### src/dscfg_pkg.sv
// Package: register map, field layout, timing and types of the config port
`default_nettype none
package dscfg_pkg;

  // Clock rate of i_clk_sys
  localparam int CLK_MHZ = 50;

  // Serial frame: R/W bit, 15-bit address, one data byte
  localparam logic [4:0] SPI_INSTR_BITS = 5'd16;
  localparam logic [4:0] SPI_FRAME_BITS = 5'd24;

  // Register offsets handled individually
  localparam logic [14:0] A_PORT_CFG = 15'h000;
  localparam logic [14:0] A_PWR_CTRL = 15'h011;
  localparam logic [14:0] A_IRQ_EN = 15'h01F;
  localparam logic [14:0] A_IRQ_STAT = 15'h023;
  localparam logic [14:0] A_CLK_PWR = 15'h080;
  localparam logic [14:0] A_SYSREF_CTL = 15'h081;
  localparam logic [14:0] A_PLL_EN = 15'h083;
  localparam logic [14:0] A_PLL_STAT = 15'h084;
  localparam logic [14:0] A_FB_DIV = 15'h085;
  localparam logic [14:0] A_TEMP_EN = 15'h12F;
  localparam logic [14:0] A_TEMP_LO = 15'h132;
  localparam logic [14:0] A_TEMP_HI = 15'h133;
  localparam logic [14:0] A_TEMP_TRIG = 15'h134;
  localparam logic [14:0] A_PLL_PWRM = 15'h1B0;

  // Plain read/write settings: loop filter, dividers, lookups, lanes
  localparam int N_GEN = 22;
  localparam logic [4:0] GEN_NONE = 5'h1F;
  localparam logic [14:0] GEN_ADDR [N_GEN] = '{
    15'h087, 15'h088, 15'h089, 15'h08A, 15'h08B, 15'h08C, 15'h08D,
    15'h12D, 15'h146, 15'h1B5, 15'h1B9, 15'h1BB, 15'h1BC, 15'h1BE,
    15'h1BF, 15'h1C0, 15'h1C1, 15'h1C4, 15'h1C5, 15'h232, 15'h2A4,
    15'h333};

  // Field positions
  localparam int PORT_RST_HI = 7;
  localparam int PORT_RST_LO = 0;
  localparam int PORT_4W_HI = 4;
  localparam int PORT_4W_LO = 3;
  localparam int PWR_BG_PD = 7;
  localparam int PWR_DAC0_PD = 6;
  localparam int PWR_DAC1_PD = 4;
  localparam int PWR_BIAS_PD = 2;
  localparam int PLL_EN_BIT = 4;
  localparam int PLL_LOCK_BIT = 1;
  localparam int IRQ_LOCK_BIT = 4;
  localparam int IRQ_LOST_BIT = 5;
  localparam int TEMP_EN_BIT = 0;
  localparam int TEMP_TRIG_BIT = 0;
  localparam logic [7:0] IRQ_MASK = 8'h30;

  // Values after reset
  localparam logic [7:0] RST_PORT_CFG = 8'h00;
  localparam logic [7:0] RST_PWR_CTRL = 8'hD4;
  localparam logic [7:0] RST_CLK_PWR = 8'hFF;
  localparam logic [7:0] RST_SYSREF = 8'h01;
  localparam logic [7:0] RST_PLL_PWRM = 8'h01;
  localparam logic [7:0] RST_ZERO = 8'h00;

  // Timing: least times, rounded up to whole cycles
  localparam int PLL_LOCK_NS = 10000;
  localparam int PLL_LOCK_CYC = (PLL_LOCK_NS * CLK_MHZ + 999) / 1000;
  localparam int TEMP_CONV_NS = 2000;
  localparam int TEMP_CONV_CYC = (TEMP_CONV_NS * CLK_MHZ + 999) / 1000;

  // One access from the serial port
  typedef struct packed {
    logic wr;
    logic rd;
    logic [14:0] addr;
    logic [7:0] data;
  } dscfg_acc_t;

  // Power and status levels toward the analog blocks
  typedef struct packed {
    logic bandgap_en;
    logic bias_en;
    logic dac0_en;
    logic dac1_en;
    logic clk_en;
    logic sysref_en;
    logic pll_locked;
  } dscfg_pwr_t;

  // Write strobe for one offset
  function automatic logic hit(input dscfg_acc_t a, input logic [14:0] off);
    return a.wr && (a.addr == off);
  endfunction : hit

  // Index of a plain setting register, GEN_NONE when unmapped
  function automatic logic [4:0] gen_idx(input logic [14:0] a);
    logic [4:0] r;
    r = GEN_NONE;
    for (int i = 0; i < N_GEN; i++) begin
      if (GEN_ADDR[i] == a) begin
        r = 5'(i);
      end
    end
    return r;
  endfunction : gen_idx

endpackage : dscfg_pkg
`default_nettype wire

### src/dscfg_spi.sv
// Serial configuration port slave: pin sampling, framing, read shift-out
`timescale 1ns/1ns
`default_nettype none
module dscfg_spi
  import dscfg_pkg::*;
(
  input wire logic i_clk_sys,
  input wire logic i_arst_n,
  input wire logic i_sclk,
  input wire logic i_csb_n,
  input wire logic i_sdio,
  input wire logic i_four_wire,
  input wire logic [7:0] i_rdata,
  output dscfg_acc_t o_acc,
  output logic o_sdo,
  output logic o_sdio,
  output logic o_sdio_oe
);
  logic [2:0] sclk_s_r, csb_s_r, sdi_s_r;
  logic sclk_f_r, csb_f_r, sdi_f_r, sclk_q_r;
  logic rise, fall, rw_r;
  logic [4:0] cnt_r;
  logic [22:0] sh_r;
  logic [7:0] out_r;
  logic sdo_r;

  ////////////////////////////////////////////////////////////////////////
  // Three-stage pin sampling; a level counts once stages two and three agree
  always_ff @(posedge i_clk_sys or negedge i_arst_n) begin
    if (!i_arst_n) begin
      sclk_s_r <= 3'h0;
      csb_s_r <= 3'h7;
      sdi_s_r <= 3'h0;
      sclk_f_r <= 1'b0;
      csb_f_r <= 1'b1;
      sdi_f_r <= 1'b0;
      sclk_q_r <= 1'b0;
    end else begin
      sclk_s_r <= {sclk_s_r[1:0], i_sclk};
      csb_s_r <= {csb_s_r[1:0], i_csb_n};
      sdi_s_r <= {sdi_s_r[1:0], i_sdio};
      if (sclk_s_r[1] == sclk_s_r[2]) sclk_f_r <= sclk_s_r[2];
      if (csb_s_r[1] == csb_s_r[2]) csb_f_r <= csb_s_r[2];
      if (sdi_s_r[1] == sdi_s_r[2]) sdi_f_r <= sdi_s_r[2];
      sclk_q_r <= sclk_f_r;
    end
  end

  assign rise = sclk_f_r & ~sclk_q_r & ~csb_f_r;
  assign fall = ~sclk_f_r & sclk_q_r & ~csb_f_r;

  ////////////////////////////////////////////////////////////////////////
  // Framing: bits past the first byte of data are ignored
  always_ff @(posedge i_clk_sys or negedge i_arst_n) begin
    if (!i_arst_n) begin
      cnt_r <= 5'h00;
      sh_r <= 23'h000000;
      rw_r <= 1'b0;
      o_acc <= '0;
    end else begin
      o_acc.wr <= 1'b0;
      o_acc.rd <= 1'b0;
      if (csb_f_r) begin
        cnt_r <= 5'h00;
        rw_r <= 1'b0;
      end else if (rise && cnt_r < SPI_FRAME_BITS) begin
        sh_r <= {sh_r[21:0], sdi_f_r};
        cnt_r <= cnt_r + 5'h01;
        if (cnt_r == SPI_INSTR_BITS - 5'h01) begin
          rw_r <= sh_r[14];
          o_acc.addr <= {sh_r[13:0], sdi_f_r};
          o_acc.rd <= sh_r[14];
        end
        if (cnt_r == SPI_FRAME_BITS - 5'h01 && !rw_r) begin
          o_acc.wr <= 1'b1;
          o_acc.data <= {sh_r[6:0], sdi_f_r};
        end
      end
    end
  end

  ////////////////////////////////////////////////////////////////////////
  // Read data goes out MSB first on falling edges of the serial clock
  always_ff @(posedge i_clk_sys or negedge i_arst_n) begin
    if (!i_arst_n) begin
      out_r <= 8'h00;
      sdo_r <= 1'b0;
    end else begin
      if (o_acc.rd) out_r <= i_rdata;
      if (fall && rw_r && cnt_r >= SPI_INSTR_BITS) begin
        sdo_r <= out_r[3'(SPI_FRAME_BITS - 5'h01 - cnt_r)];
      end
    end
  end

  // Three-wire mode turns the data pin round only for the read byte
  assign o_sdo = sdo_r;
  assign o_sdio = sdo_r;
  assign o_sdio_oe = !i_four_wire && rw_r && !csb_f_r &&
                     cnt_r >= SPI_INSTR_BITS;
endmodule : dscfg_spi
`default_nettype wire

### src/dscfg_pll.sv
// DAC PLL lock tracker: lock after a settle time, lock and loss events
`timescale 1ns/1ns
`default_nettype none
module dscfg_pll
  import dscfg_pkg::*;
(
  input wire logic i_clk_sys,
  input wire logic i_arst_n,
  input wire logic i_run,
  output logic o_locked,
  output logic o_lock_evt,
  output logic o_lost_evt
);
  logic [12:0] cnt_r;

  ////////////////////////////////////////////////////////////////////////
  // Settle counter restarts whenever the loop is stopped
  always_ff @(posedge i_clk_sys or negedge i_arst_n) begin
    if (!i_arst_n) begin
      cnt_r <= 13'h0000;
      o_locked <= 1'b0;
      o_lock_evt <= 1'b0;
      o_lost_evt <= 1'b0;
    end else begin
      o_lock_evt <= 1'b0;
      o_lost_evt <= 1'b0;
      if (!i_run) begin
        cnt_r <= 13'h0000;
        o_locked <= 1'b0;
        o_lost_evt <= o_locked;
      end else if (cnt_r < 13'(PLL_LOCK_CYC)) begin
        cnt_r <= cnt_r + 13'h0001;
      end else if (!o_locked) begin
        o_locked <= 1'b1;
        o_lock_evt <= 1'b1;
      end
    end
  end
endmodule : dscfg_pll
`default_nettype wire

### src/dscfg_top.sv
// Start-up configuration register file of a dual DAC behind its serial port
`timescale 1ns/1ns
`default_nettype none
module dscfg_top
  import dscfg_pkg::*;
(
  input wire logic i_clk_sys,
  input wire logic i_arst_n,
  input wire logic i_sclk,
  input wire logic i_csb_n,
  input wire logic i_sdio,
  input wire logic [15:0] i_temp_code,
  output logic o_sdo,
  output logic o_sdio,
  output logic o_sdio_oe,
  output dscfg_pwr_t o_pwr,
  output logic o_irq
);
  // Helper bounds for the checks below
  localparam int LOCK_WAIT = PLL_LOCK_CYC + 2;
  localparam int CONV_WAIT = TEMP_CONV_CYC + 2;

  typedef enum logic {TS_IDLE, TS_CONV} dscfg_ts_t;

  dscfg_acc_t acc;
  dscfg_ts_t ts_r;
  logic [7:0] rdata;
  logic [7:0] port_cfg_r;
  logic [7:0] pwr_ctrl_r;
  logic [7:0] clk_pwr_r;
  logic [7:0] sysref_r;
  logic [7:0] pll_en_r;
  logic [7:0] fb_div_r;
  logic [7:0] pll_pwrm_r;
  logic [7:0] temp_en_r;
  logic [7:0] irq_en_r;
  logic [7:0] irq_stat_r;
  logic [7:0] irq_set;
  logic [7:0] irq_clr;
  logic [7:0] gen_r [N_GEN];
  logic [4:0] wr_idx;
  logic [4:0] rd_idx;
  logic [15:0] code_r;
  logic [7:0] tcnt_r;
  logic soft_rst;
  logic four_wire;
  logic pll_run;
  logic pll_locked;
  logic lock_evt;
  logic lost_evt;
  logic trig_start;
  logic tdone;
  dscfg_pwr_t pwr_r;

  ////////////////////////////////////////////////////////////////////////
  // Serial port; slow serial clock keeps the sampled pins coherent
  dscfg_spi u_spi (
    .i_clk_sys(i_clk_sys),
    .i_arst_n(i_arst_n),
    .i_sclk(i_sclk),
    .i_csb_n(i_csb_n),
    .i_sdio(i_sdio),
    .i_four_wire(four_wire),
    .i_rdata(rdata),
    .o_acc(acc),
    .o_sdo(o_sdo),
    .o_sdio(o_sdio),
    .o_sdio_oe(o_sdio_oe)
  );

  ////////////////////////////////////////////////////////////////////////
  // Port configuration survives soft reset so that it can release it
  // soft reset, port mode
  always_ff @(posedge i_clk_sys or negedge i_arst_n) begin
    if (!i_arst_n) begin
      port_cfg_r <= RST_PORT_CFG;
    end else if (hit(acc, A_PORT_CFG)) begin
      port_cfg_r <= acc.data;
    end
  end

  // Mirrored bits: either half of the pair acts
  assign soft_rst = port_cfg_r[PORT_RST_HI] | port_cfg_r[PORT_RST_LO];
  assign four_wire = port_cfg_r[PORT_4W_HI] | port_cfg_r[PORT_4W_LO];

  ////////////////////////////////////////////////////////////////////////
  // Power control; reset value keeps every block powered down
  // channel and reference enables
  always_ff @(posedge i_clk_sys or negedge i_arst_n) begin
    if (!i_arst_n) begin
      pwr_ctrl_r <= RST_PWR_CTRL;
    end else if (soft_rst) begin
      pwr_ctrl_r <= RST_PWR_CTRL;
    end else if (hit(acc, A_PWR_CTRL)) begin
      pwr_ctrl_r <= acc.data;
    end
  end

  ////////////////////////////////////////////////////////////////////////
  // Clock tree and sysref receiver power
  // clock power-up writes
  always_ff @(posedge i_clk_sys or negedge i_arst_n) begin
    if (!i_arst_n) begin
      clk_pwr_r <= RST_CLK_PWR;
      sysref_r <= RST_SYSREF;
    end else if (soft_rst) begin
      clk_pwr_r <= RST_CLK_PWR;
      sysref_r <= RST_SYSREF;
    end else begin
      if (hit(acc, A_CLK_PWR)) clk_pwr_r <= acc.data;
      if (hit(acc, A_SYSREF_CTL)) sysref_r <= acc.data;
    end
  end

  ////////////////////////////////////////////////////////////////////////
  // PLL enable, feedback divider and power machine
  // power machine control
  always_ff @(posedge i_clk_sys or negedge i_arst_n) begin
    if (!i_arst_n) begin
      pll_en_r <= RST_ZERO;
      fb_div_r <= RST_ZERO;
      pll_pwrm_r <= RST_PLL_PWRM;
    end else if (soft_rst) begin
      pll_en_r <= RST_ZERO;
      fb_div_r <= RST_ZERO;
      pll_pwrm_r <= RST_PLL_PWRM;
    end else begin
      if (hit(acc, A_PLL_EN)) pll_en_r <= acc.data;
      if (hit(acc, A_FB_DIV)) fb_div_r <= acc.data;
      if (hit(acc, A_PLL_PWRM)) pll_pwrm_r <= acc.data;
    end
  end

  ////////////////////////////////////////////////////////////////////////
  // Plain settings; their values are only stored and read back here
  // filter and pump storage
  assign wr_idx = gen_idx(acc.addr);
  always_ff @(posedge i_clk_sys or negedge i_arst_n) begin
    if (!i_arst_n) begin
      for (int i = 0; i < N_GEN; i++) gen_r[i] <= RST_ZERO;
    end else if (soft_rst) begin
      for (int i = 0; i < N_GEN; i++) gen_r[i] <= RST_ZERO;
    end else if (acc.wr && wr_idx != GEN_NONE) begin
      gen_r[wr_idx] <= acc.data;
    end
  end

  ////////////////////////////////////////////////////////////////////////
  // Loop may run only with clocks up, blocks powered and a divider set
  // feedback divider needed
  assign pll_run = pll_en_r[PLL_EN_BIT] && (pll_pwrm_r == RST_ZERO) &&
                   (clk_pwr_r == RST_ZERO) && (fb_div_r != RST_ZERO);

  dscfg_pll u_pll (
    .i_clk_sys(i_clk_sys),
    .i_arst_n(i_arst_n),
    .i_run(pll_run),
    .o_locked(pll_locked),
    .o_lock_evt(lock_evt),
    .o_lost_evt(lost_evt)
  );

  ////////////////////////////////////////////////////////////////////////
  // Event flags; a new event beats a clear in the same cycle
  // sticky lock events
  always_comb begin
    irq_set = RST_ZERO;
    irq_set[IRQ_LOCK_BIT] = lock_evt & irq_en_r[IRQ_LOCK_BIT];
    irq_set[IRQ_LOST_BIT] = lost_evt & irq_en_r[IRQ_LOST_BIT];
    irq_clr = hit(acc, A_IRQ_STAT) ? (acc.data & IRQ_MASK) : RST_ZERO;
  end

  always_ff @(posedge i_clk_sys or negedge i_arst_n) begin
    if (!i_arst_n) begin
      irq_en_r <= RST_ZERO;
      irq_stat_r <= RST_ZERO;
    end else if (soft_rst) begin
      irq_en_r <= RST_ZERO;
      irq_stat_r <= RST_ZERO;
    end else begin
      if (hit(acc, A_IRQ_EN)) irq_en_r <= acc.data & IRQ_MASK;
      irq_stat_r <= (irq_stat_r & ~irq_clr) | irq_set;
    end
  end

  assign o_irq = |irq_stat_r;

  ////////////////////////////////////////////////////////////////////////
  // Temperature sensor enable
  // sensor enable bit
  always_ff @(posedge i_clk_sys or negedge i_arst_n) begin
    if (!i_arst_n) begin
      temp_en_r <= RST_ZERO;
    end else if (soft_rst) begin
      temp_en_r <= RST_ZERO;
    end else if (hit(acc, A_TEMP_EN)) begin
      temp_en_r <= acc.data;
    end
  end

  // Trigger while disabled is dropped: there is nothing to sample
  // trigger starts conversion
  assign trig_start = hit(acc, A_TEMP_TRIG) && acc.data[TEMP_TRIG_BIT] &&
                      temp_en_r[TEMP_EN_BIT] && !soft_rst;
  assign tdone = (ts_r == TS_CONV) && (tcnt_r == 8'(TEMP_CONV_CYC - 1));

  ////////////////////////////////////////////////////////////////////////
  // Conversion sequencer; a retrigger during conversion is ignored
  always_ff @(posedge i_clk_sys or negedge i_arst_n) begin
    if (!i_arst_n) begin
      ts_r <= TS_IDLE;
      tcnt_r <= 8'h00;
    end else if (soft_rst || !temp_en_r[TEMP_EN_BIT]) begin
      ts_r <= TS_IDLE;
      tcnt_r <= 8'h00;
    end else begin
      unique case (ts_r)
        TS_IDLE: begin
          tcnt_r <= 8'h00;
          if (trig_start) ts_r <= TS_CONV;
        end
        TS_CONV: begin
          tcnt_r <= tcnt_r + 8'h01;
          if (tdone) ts_r <= TS_IDLE;
        end
      endcase
    end
  end

  ////////////////////////////////////////////////////////////////////////
  // Code held until the next conversion; cleared while disabled
  // no code when disabled
  always_ff @(posedge i_clk_sys or negedge i_arst_n) begin
    if (!i_arst_n) begin
      code_r <= 16'h0000;
    end else if (soft_rst || !temp_en_r[TEMP_EN_BIT]) begin
      code_r <= 16'h0000;
    end else if (tdone) begin
      code_r <= i_temp_code;
    end
  end

  ////////////////////////////////////////////////////////////////////////
  // Power levels to the analog blocks, registered to avoid glitches
  // power-down bit decode
  always_ff @(posedge i_clk_sys or negedge i_arst_n) begin
    if (!i_arst_n) begin
      pwr_r <= '0;
    end else begin
      pwr_r.bandgap_en <= !pwr_ctrl_r[PWR_BG_PD];
      pwr_r.bias_en <= !pwr_ctrl_r[PWR_BIAS_PD];
      pwr_r.dac0_en <= !pwr_ctrl_r[PWR_DAC0_PD];
      pwr_r.dac1_en <= !pwr_ctrl_r[PWR_DAC1_PD];
      pwr_r.clk_en <= (clk_pwr_r == RST_ZERO);
      pwr_r.sysref_en <= (sysref_r == RST_ZERO);
      pwr_r.pll_locked <= pll_locked;
    end
  end

  assign o_pwr = pwr_r;

  ////////////////////////////////////////////////////////////////////////
  // Read multiplexer; unmapped offsets read zero
  // link-layer offsets not held
  assign rd_idx = gen_idx(acc.addr);
  always_comb begin
    rdata = RST_ZERO;
    case (acc.addr)
      A_PORT_CFG: rdata = port_cfg_r;
      A_PWR_CTRL: rdata = pwr_ctrl_r;
      A_IRQ_EN: rdata = irq_en_r;
      A_IRQ_STAT: rdata = irq_stat_r;
      A_CLK_PWR: rdata = clk_pwr_r;
      A_SYSREF_CTL: rdata = sysref_r;
      A_PLL_EN: rdata = pll_en_r;
      A_PLL_STAT: rdata[PLL_LOCK_BIT] = pll_locked;
      A_FB_DIV: rdata = fb_div_r;
      A_TEMP_EN: rdata = temp_en_r;
      A_TEMP_LO: rdata = code_r[7:0];
      A_TEMP_HI: rdata = code_r[15:8];
      A_TEMP_TRIG: rdata[TEMP_TRIG_BIT] = (ts_r == TS_CONV);
      A_PLL_PWRM: rdata = pll_pwrm_r;
      default: begin
        if (rd_idx != GEN_NONE) rdata = gen_r[rd_idx];
      end
    endcase
  end
endmodule : dscfg_top
`default_nettype wire

### config.mk
export PLATFORM = sky130hd
export DESIGN_NAME = dscfg_top
export DESIGN_NICKNAME = d
export VERILOG_FILES = /design/src/dscfg_pkg.sv /design/src/dscfg_spi.sv /design/src/dscfg_pll.sv /design/src/dscfg_top.sv
export SDC_FILE = /design/constraint.sdc
export NUM_CORES = 1
export LEC_CHECK = 0
export BUFFER_PORTS_ARGS = -buffer_cell sky130_fd_sc_hd__buf_2
export CAP_MARGIN = 20
export CORE_AREA = 4 4 209 211
export CTS_CLUSTER_SIZE = 14
export DETAILED_ROUTE_END_ITERATION = 10
export DIE_AREA = 0 0 213 215
export GPL_TIMING_DRIVEN = 1
export PLACE_DENSITY_LB_ADDON = 0.05
export RECOVER_POWER = 100
export SETUP_SLACK_MARGIN = 0.3
export SYNTH_ARGS = -nofsm -noshare
export SYNTH_HDL_FRONTEND = slang
export SYNTH_SLANG_ARGS = --single-unit
### constraint.sdc
create_clock -name i_clk_sys -period 3.8 [get_ports i_clk_sys]
set_input_delay 0.57 -clock i_clk_sys [delete_from_list [all_inputs] [get_ports i_clk_sys]]
set_output_delay 0.57 -clock i_clk_sys [all_outputs]
set_load 0.01 [all_outputs]
# Word-level counts from Yosys, hierarchy flattened
# Cells that the tools add are included.
# op_classes
reduce_logical	60
eq_ne	44
magnitude_cmp	6
add_sub_neg	4
n_div	0
shifts	0
bitwise	16
n_mux	80
multipliers	0
# op_table
cell	count
$mux W176	2
$mux W8	23
$eq A9 B15 Y1 const A	12
$bwmux W176	1
$mux W5	24
$eq A8 B15 Y1 const A	7
$pmux W6 S13	1
$eq A15 B8 Y1 const B	5
$eq A15 B9 Y1 const B	5
$mux W25	2
$mux W16	3
$eq A10 B15 Y1 const A	3
$bmux W8 S5	1
$demux W8 S5	1
$eq A15 B5 Y1 const B	2
$pmux W1 S14	2
$logic_and A1 B1 Y1	27
$mux W13	2
$logic_not A8 Y1	3
$reduce_bool A2 Y1	12
$pmux W8 S2	1
$eq A15 B6 Y1 const B	1
$logic_not A15 Y1	1
$mux W1	14
other kinds (33)	55
# totals
n_memories	0
ramBits	0
latchBits	0
ff_bits	372
inputBits	21
rom_bits	0

# Logic depth before layout (Yosys ltp)
# logic_depth
ltp_word	31
ltp_mapped	13
ltp_nobuf	8

# By module
# From an unflattened synthesis, not the netlist that was laid out.
# unflattened
cells_unflattened	1757
area_unflattened_um2	17849.6
# by_module_without_submodules
mod	area_per_inst_um2	instances	seq_area_each_um2	cells_each
dscfg_top	14446.4	1	6924.1	1519
dscfg_spi	2621.3	1	1706.6	166
dscfg_pll	782.0	1	400.4	72

# Worst setup path after synthesis
# No wires, ideal clock.
# synth_path
kind	register -> register
start	register u_spi.o_acc[9] (netlist bit)
end	register u_spi.out_r[0]
t_arrival_ns	2.805
setup_time_ns	0.095
path_slack_ns	0.899
path_stages_with_launch	13
cell_sequence	dfrtp_1 -> buf_6 -> or4b_1 -> buf_2 -> or4_4 -> o21ai_4 -> a21oi_2 -> buf_6 -> buf_2 -> mux2i_1 -> a32oi_1 -> nand4_1 -> o31ai_1
# synth_between
elab_chain_len	29
elab_cells_between_ends	65
classes_between	eq/ne (36); mux (27); bitwise (1); reduce/logical (1)
# synth_lines
element	line	source
start: declaration	dscfg_spi.sv:14	output dscfg_acc_t o_acc,
$eq A8 B15 Y1	dscfg_pkg.sv:97	if (GEN_ADDR[i] == a) begin
$mux W5 (22 in series)	dscfg_pkg.sv:97	
$not A5 Y6 (implied by the code)	dscfg_top.sv:284	if (rd_idx != GEN_NONE) rdata = gen_r[rd_idx];
$bmux W8 S5	dscfg_top.sv:284	
$mux W8 (implied by the code) (2 in series)	dscfg_top.sv:284	
$mux W8	dscfg_top.sv:284	
$pmux W1 S14 *	dscfg_top.sv:268	case (acc.addr)
end signal: assignment	dscfg_spi.sv:89	if (o_acc.rd) out_r <= i_rdata;
end: declaration	dscfg_spi.sv:24	logic [7:0] out_r;
# Mark *: on every way between the ends. The rest lies on a longest branch, timed or not. The select of a mux whose other input is x is not followed.
# A chain may end at the register's enable or synchronous reset.

# Final worst setup path
# layout_path
start	register u_spi.o_acc[9] (netlist bit)
end	register u_spi.out_r[6]
# layout_between
elab_chain_len	29
elab_cells_between_ends	66
classes_between	eq/ne (36); mux (27); bitwise (1); reduce/logical (2)
# layout_lines
element	line
$eq A8 B15 Y1	dscfg_pkg.sv:97
$mux W5 (22 in series)	dscfg_pkg.sv:97
$not A5 Y6 (implied by the code)	dscfg_top.sv:284
$bmux W8 S5	dscfg_top.sv:284
$mux W8 (implied by the code) (2 in series)	dscfg_top.sv:284
$mux W8	dscfg_top.sv:284
$pmux W6 S13 *	dscfg_top.sv:268
# Marked as above.

==> reports/results.ini <==
[pwr]
p_switching_uw = 1830
p_clk_frac = 0.504
pwr-share-seq = 0.475
p_leak_uw = 0.00857
ir_worst_vdd_mv = 0.312
finalPower_uw = 8330
p_int_uw = 6490
combPwrFrac = 0.021
p_per_area_mw_per_mm2 = 424
swShare = 0.220

[yosys]
synthFlopType = dfrtp_1
synth_area_leader_cell = dfrtp_1
synth_seq_cells = 360
syn_nets = 1912
syn-cell-area_sq_mm = 0.0173
synthTopCellsByArea = dfrtp_1 (49%), nand2_1 (11%), a21oi_1 (6.5%)
synth_most_common_cell = nand2_1
synth_cell_types = 81
synth_edf_count = 0
yosys_warnings = 0
synth_top_cells_by_count = nand2_1 (510), dfrtp_1 (342), a21oi_1 (226)
syn_area_per_cell_sq_um = 9.19
async_reset_ff_frac = 1.00
syn-instance-count = 1886
yosysSeqAreaShare = 0.521
synth_top_area_frac = 0.494

[sta]
setup_viol = 0
rsz0062_at_grt = true
max_slew_margin = -0.177
worst_pin_slew_ns = 1.77
fin_skew_ns = 0.0214
final-hold-violation-count = 0
fin_crit_ns = 3.57
maxSlewViolCount = 67
finalCritPeriodShare = 0.938
fmax_mhz = 280

[grt]
grt_pass1_vias = 14100
grt_overflow_total = 0
grt_pass1_wl_microns = 91500
antenna_found_initial = 1
track_usage = 0.261
grt_max_degree = 99

[cts]
htreeDepth = 2
cts_max_path_buffers = 3
clk_pin_slew_ns = 0.06
cts_buffers = 42
cts_sinks = 360
insertion_delay_ns = 0.58
tritoncts = done
cts_root_buffer = clkbuf_16

[worst_setup_path]
arrival_ns = 4.02
end_kind = flop
critical_path_class = flop to flop
cp_max_fo = 13
critPathRequiredTime_ns = 4.25
setup.worst_path.start_class = flop

[detailed_routing]
drtAntennaViolNets = 0
vias_per_cell = 5.86
wirelength_microns = 59800
vias = 14600
drc = 0
wl_per_cell_microns = 24.0
drtIter0Drc = 1443
firstDrtPassIters = 9

[floorplanning]
initial_utilization = 0.415
dieArea_sq_mm = 0.0458
die_y_microns = 215
rows = 75
core_sq_mm = 0.0418
io_pins = 32
die_x_microns = 213

[placed_design]
placed_cell_area_sq_mm = 0.0182
port_buffers = 31
post-dp-hpwl_microns = 40600
gp_congestion = 0.987

[cells_and_area]
fin_area_sq_mm = 0.0196
antenna_cells = 0
layout-drive-gt1-share = 0.122
fin_nets = 1944
syn_to_final_growth_pct = 13.3

[hold_path]
hold_path_class = primary input to flop

[flow_run]
maxCapViolCount = 1

[status]
outcome = finished with violations
violations = max-capacitance violations, max-slew violations

logic make-up (layout without fill, tap and decap cells):
family / Yosys count / count (layout) / synth area share
flip-flops: 360 / 360 / 0.521
adder cells (fa/ha/maj): 8 / 8 / 0.00534
XOR/XNOR: 16 / 16 / 0.00809
buffers and inverters: 135 / 199 / 0.0331
AND/OR/NAND/NOR: 859 / 859 / 0.219
multiplexers: 125 / 125 / 0.0765
AO/OA/AOI/OAI: 383 / 383 / 0.137
layout by cell type (no fill, tap or decap), drive strengths merged, types with 6 or more instances in the layout:
master and n:
clkbuf 90, o211ai 7, nand2b 10, a22oi 10, o31ai 7, a31oi 10, dfrtp 342, xnor2 8
a222oi 13, inv 23, nand3 90, nor3b 6, a32oi 14, and2 9, dfstp 18, nor4 15
o21ai 25, a221oi 9, clkinv 10, nor2 132, buf 70, nand4 15, nor3 26, o22a 6
mux2 40, mux2i 83, xor2 8, o22ai 10, a21oi 228, nand2 510, and3 7
stage by stage:
| stage | hold WS (ns) | TNS (ns) | cells | setup WS [ns] | utilization |
|---|---|---|---|---|---|
| floorplan | 0.274 | 0 | 1886 | 0.899 | - |
| CTS | 0.0751 | 0 | 2484 | 0.309 | 0.471 |
| global placement | 0.333 | -0.188 | 2406 | -0.188 | 0.436 |
| detailed placement | 0.336 | 0 | 2407 | 0.163 | 0.437 |
| global route | 0.0904 | 0 | 2489 | 0.156 | 0.470 |
| finish | 0.109 | 0 | 2489 | 0.234 | 0.470 |
per-layer routing:
metal	wire length (microns)	GRT usage	up-vias
met4	1950	0.0889	2
met3	4170	0.0522	113
met5	15	0	-
met1	27200	0.386	7357
li1	-	-	6623
met2	26400	0.382	490
path summary, 6_finish.rpt:
check | start | end | slack, ns | depth (start not counted)
worst max-delay path | u_spi.o_acc[9]$_DFFE_PN0P_ | u_spi.out_r[6]$_DFFE_PN0P_ | 0.23 | 8
worst min-delay path | i_csb_n | u_spi.csb_s_r[0]$_DFF_PN1_ | 0.11 | 1
worst max register to register | u_spi.o_acc[9]$_DFFE_PN0P_ | u_spi.out_r[6]$_DFFE_PN0P_ | 0.23 | 8
worst min register to register | u_spi.sdi_s_r[0]$_DFF_PN0_ | u_spi.sdi_s_r[1]$_DFF_PN0_ | 0.34 | 0
max in group asynchronous | i_arst_n | gen_r[42]$_DFFE_PN0P_ | 0.65 | 3
min in group asynchronous | i_arst_n | o_pwr[3]$_DFF_PN0_ | 1.01 | 2
critical path: stages, from the launching register on:
cell and delay [ns]:
dfrtp_1 0.57, and3b_1 0.22, o21ai_0 0.41, o22a_1 0.31, o22a_1 0.70, buf_4 0.28, mux2i_1 0.49, o211ai_1 0.22
a41o_1 0.22
repair_timing:
item                                   in CTS  in global routing
setup endpoints to repair                   4                 47
endpoints found under the hold margin      51                  0
buffers inserted                            0                  4
pin swaps                                   0                  1
gates resized for setup                     3                 10
hold buffers                                1                  0
sequential cells by signal, summed over array words and instances (netlist names), 13 cells and up:
name / flops
gen_r: 176
u_spi.sh_r: 15
u_pll.cnt_r: 13
code_r: 16
u_spi.o_acc: 25
power by group through the flow:
stage | registers, uW | clock network, uW | logic, uW
after floorplan | 4000 | 0 | 73.1
after global placement | 4030 | 0 | 181
after detailed placement | 4030 | 0 | 184
after CTS | 3960 | 4290 | 185
after global routing | 3970 | 4430 | 196
final | 3960 | 4200 | 171
layout make-up:
type	count	area, sq um
Fill cell	4063	22100
Timing Repair Buffer	100	649
Clock buffer	62	1280
Sequential cell	360	9040
Tap cell	539	674
Inverter	23	86.3
Multi-Input combinational cell	1391	7750
Clock inverter	14	151
(Power assumes the default switching activity.)
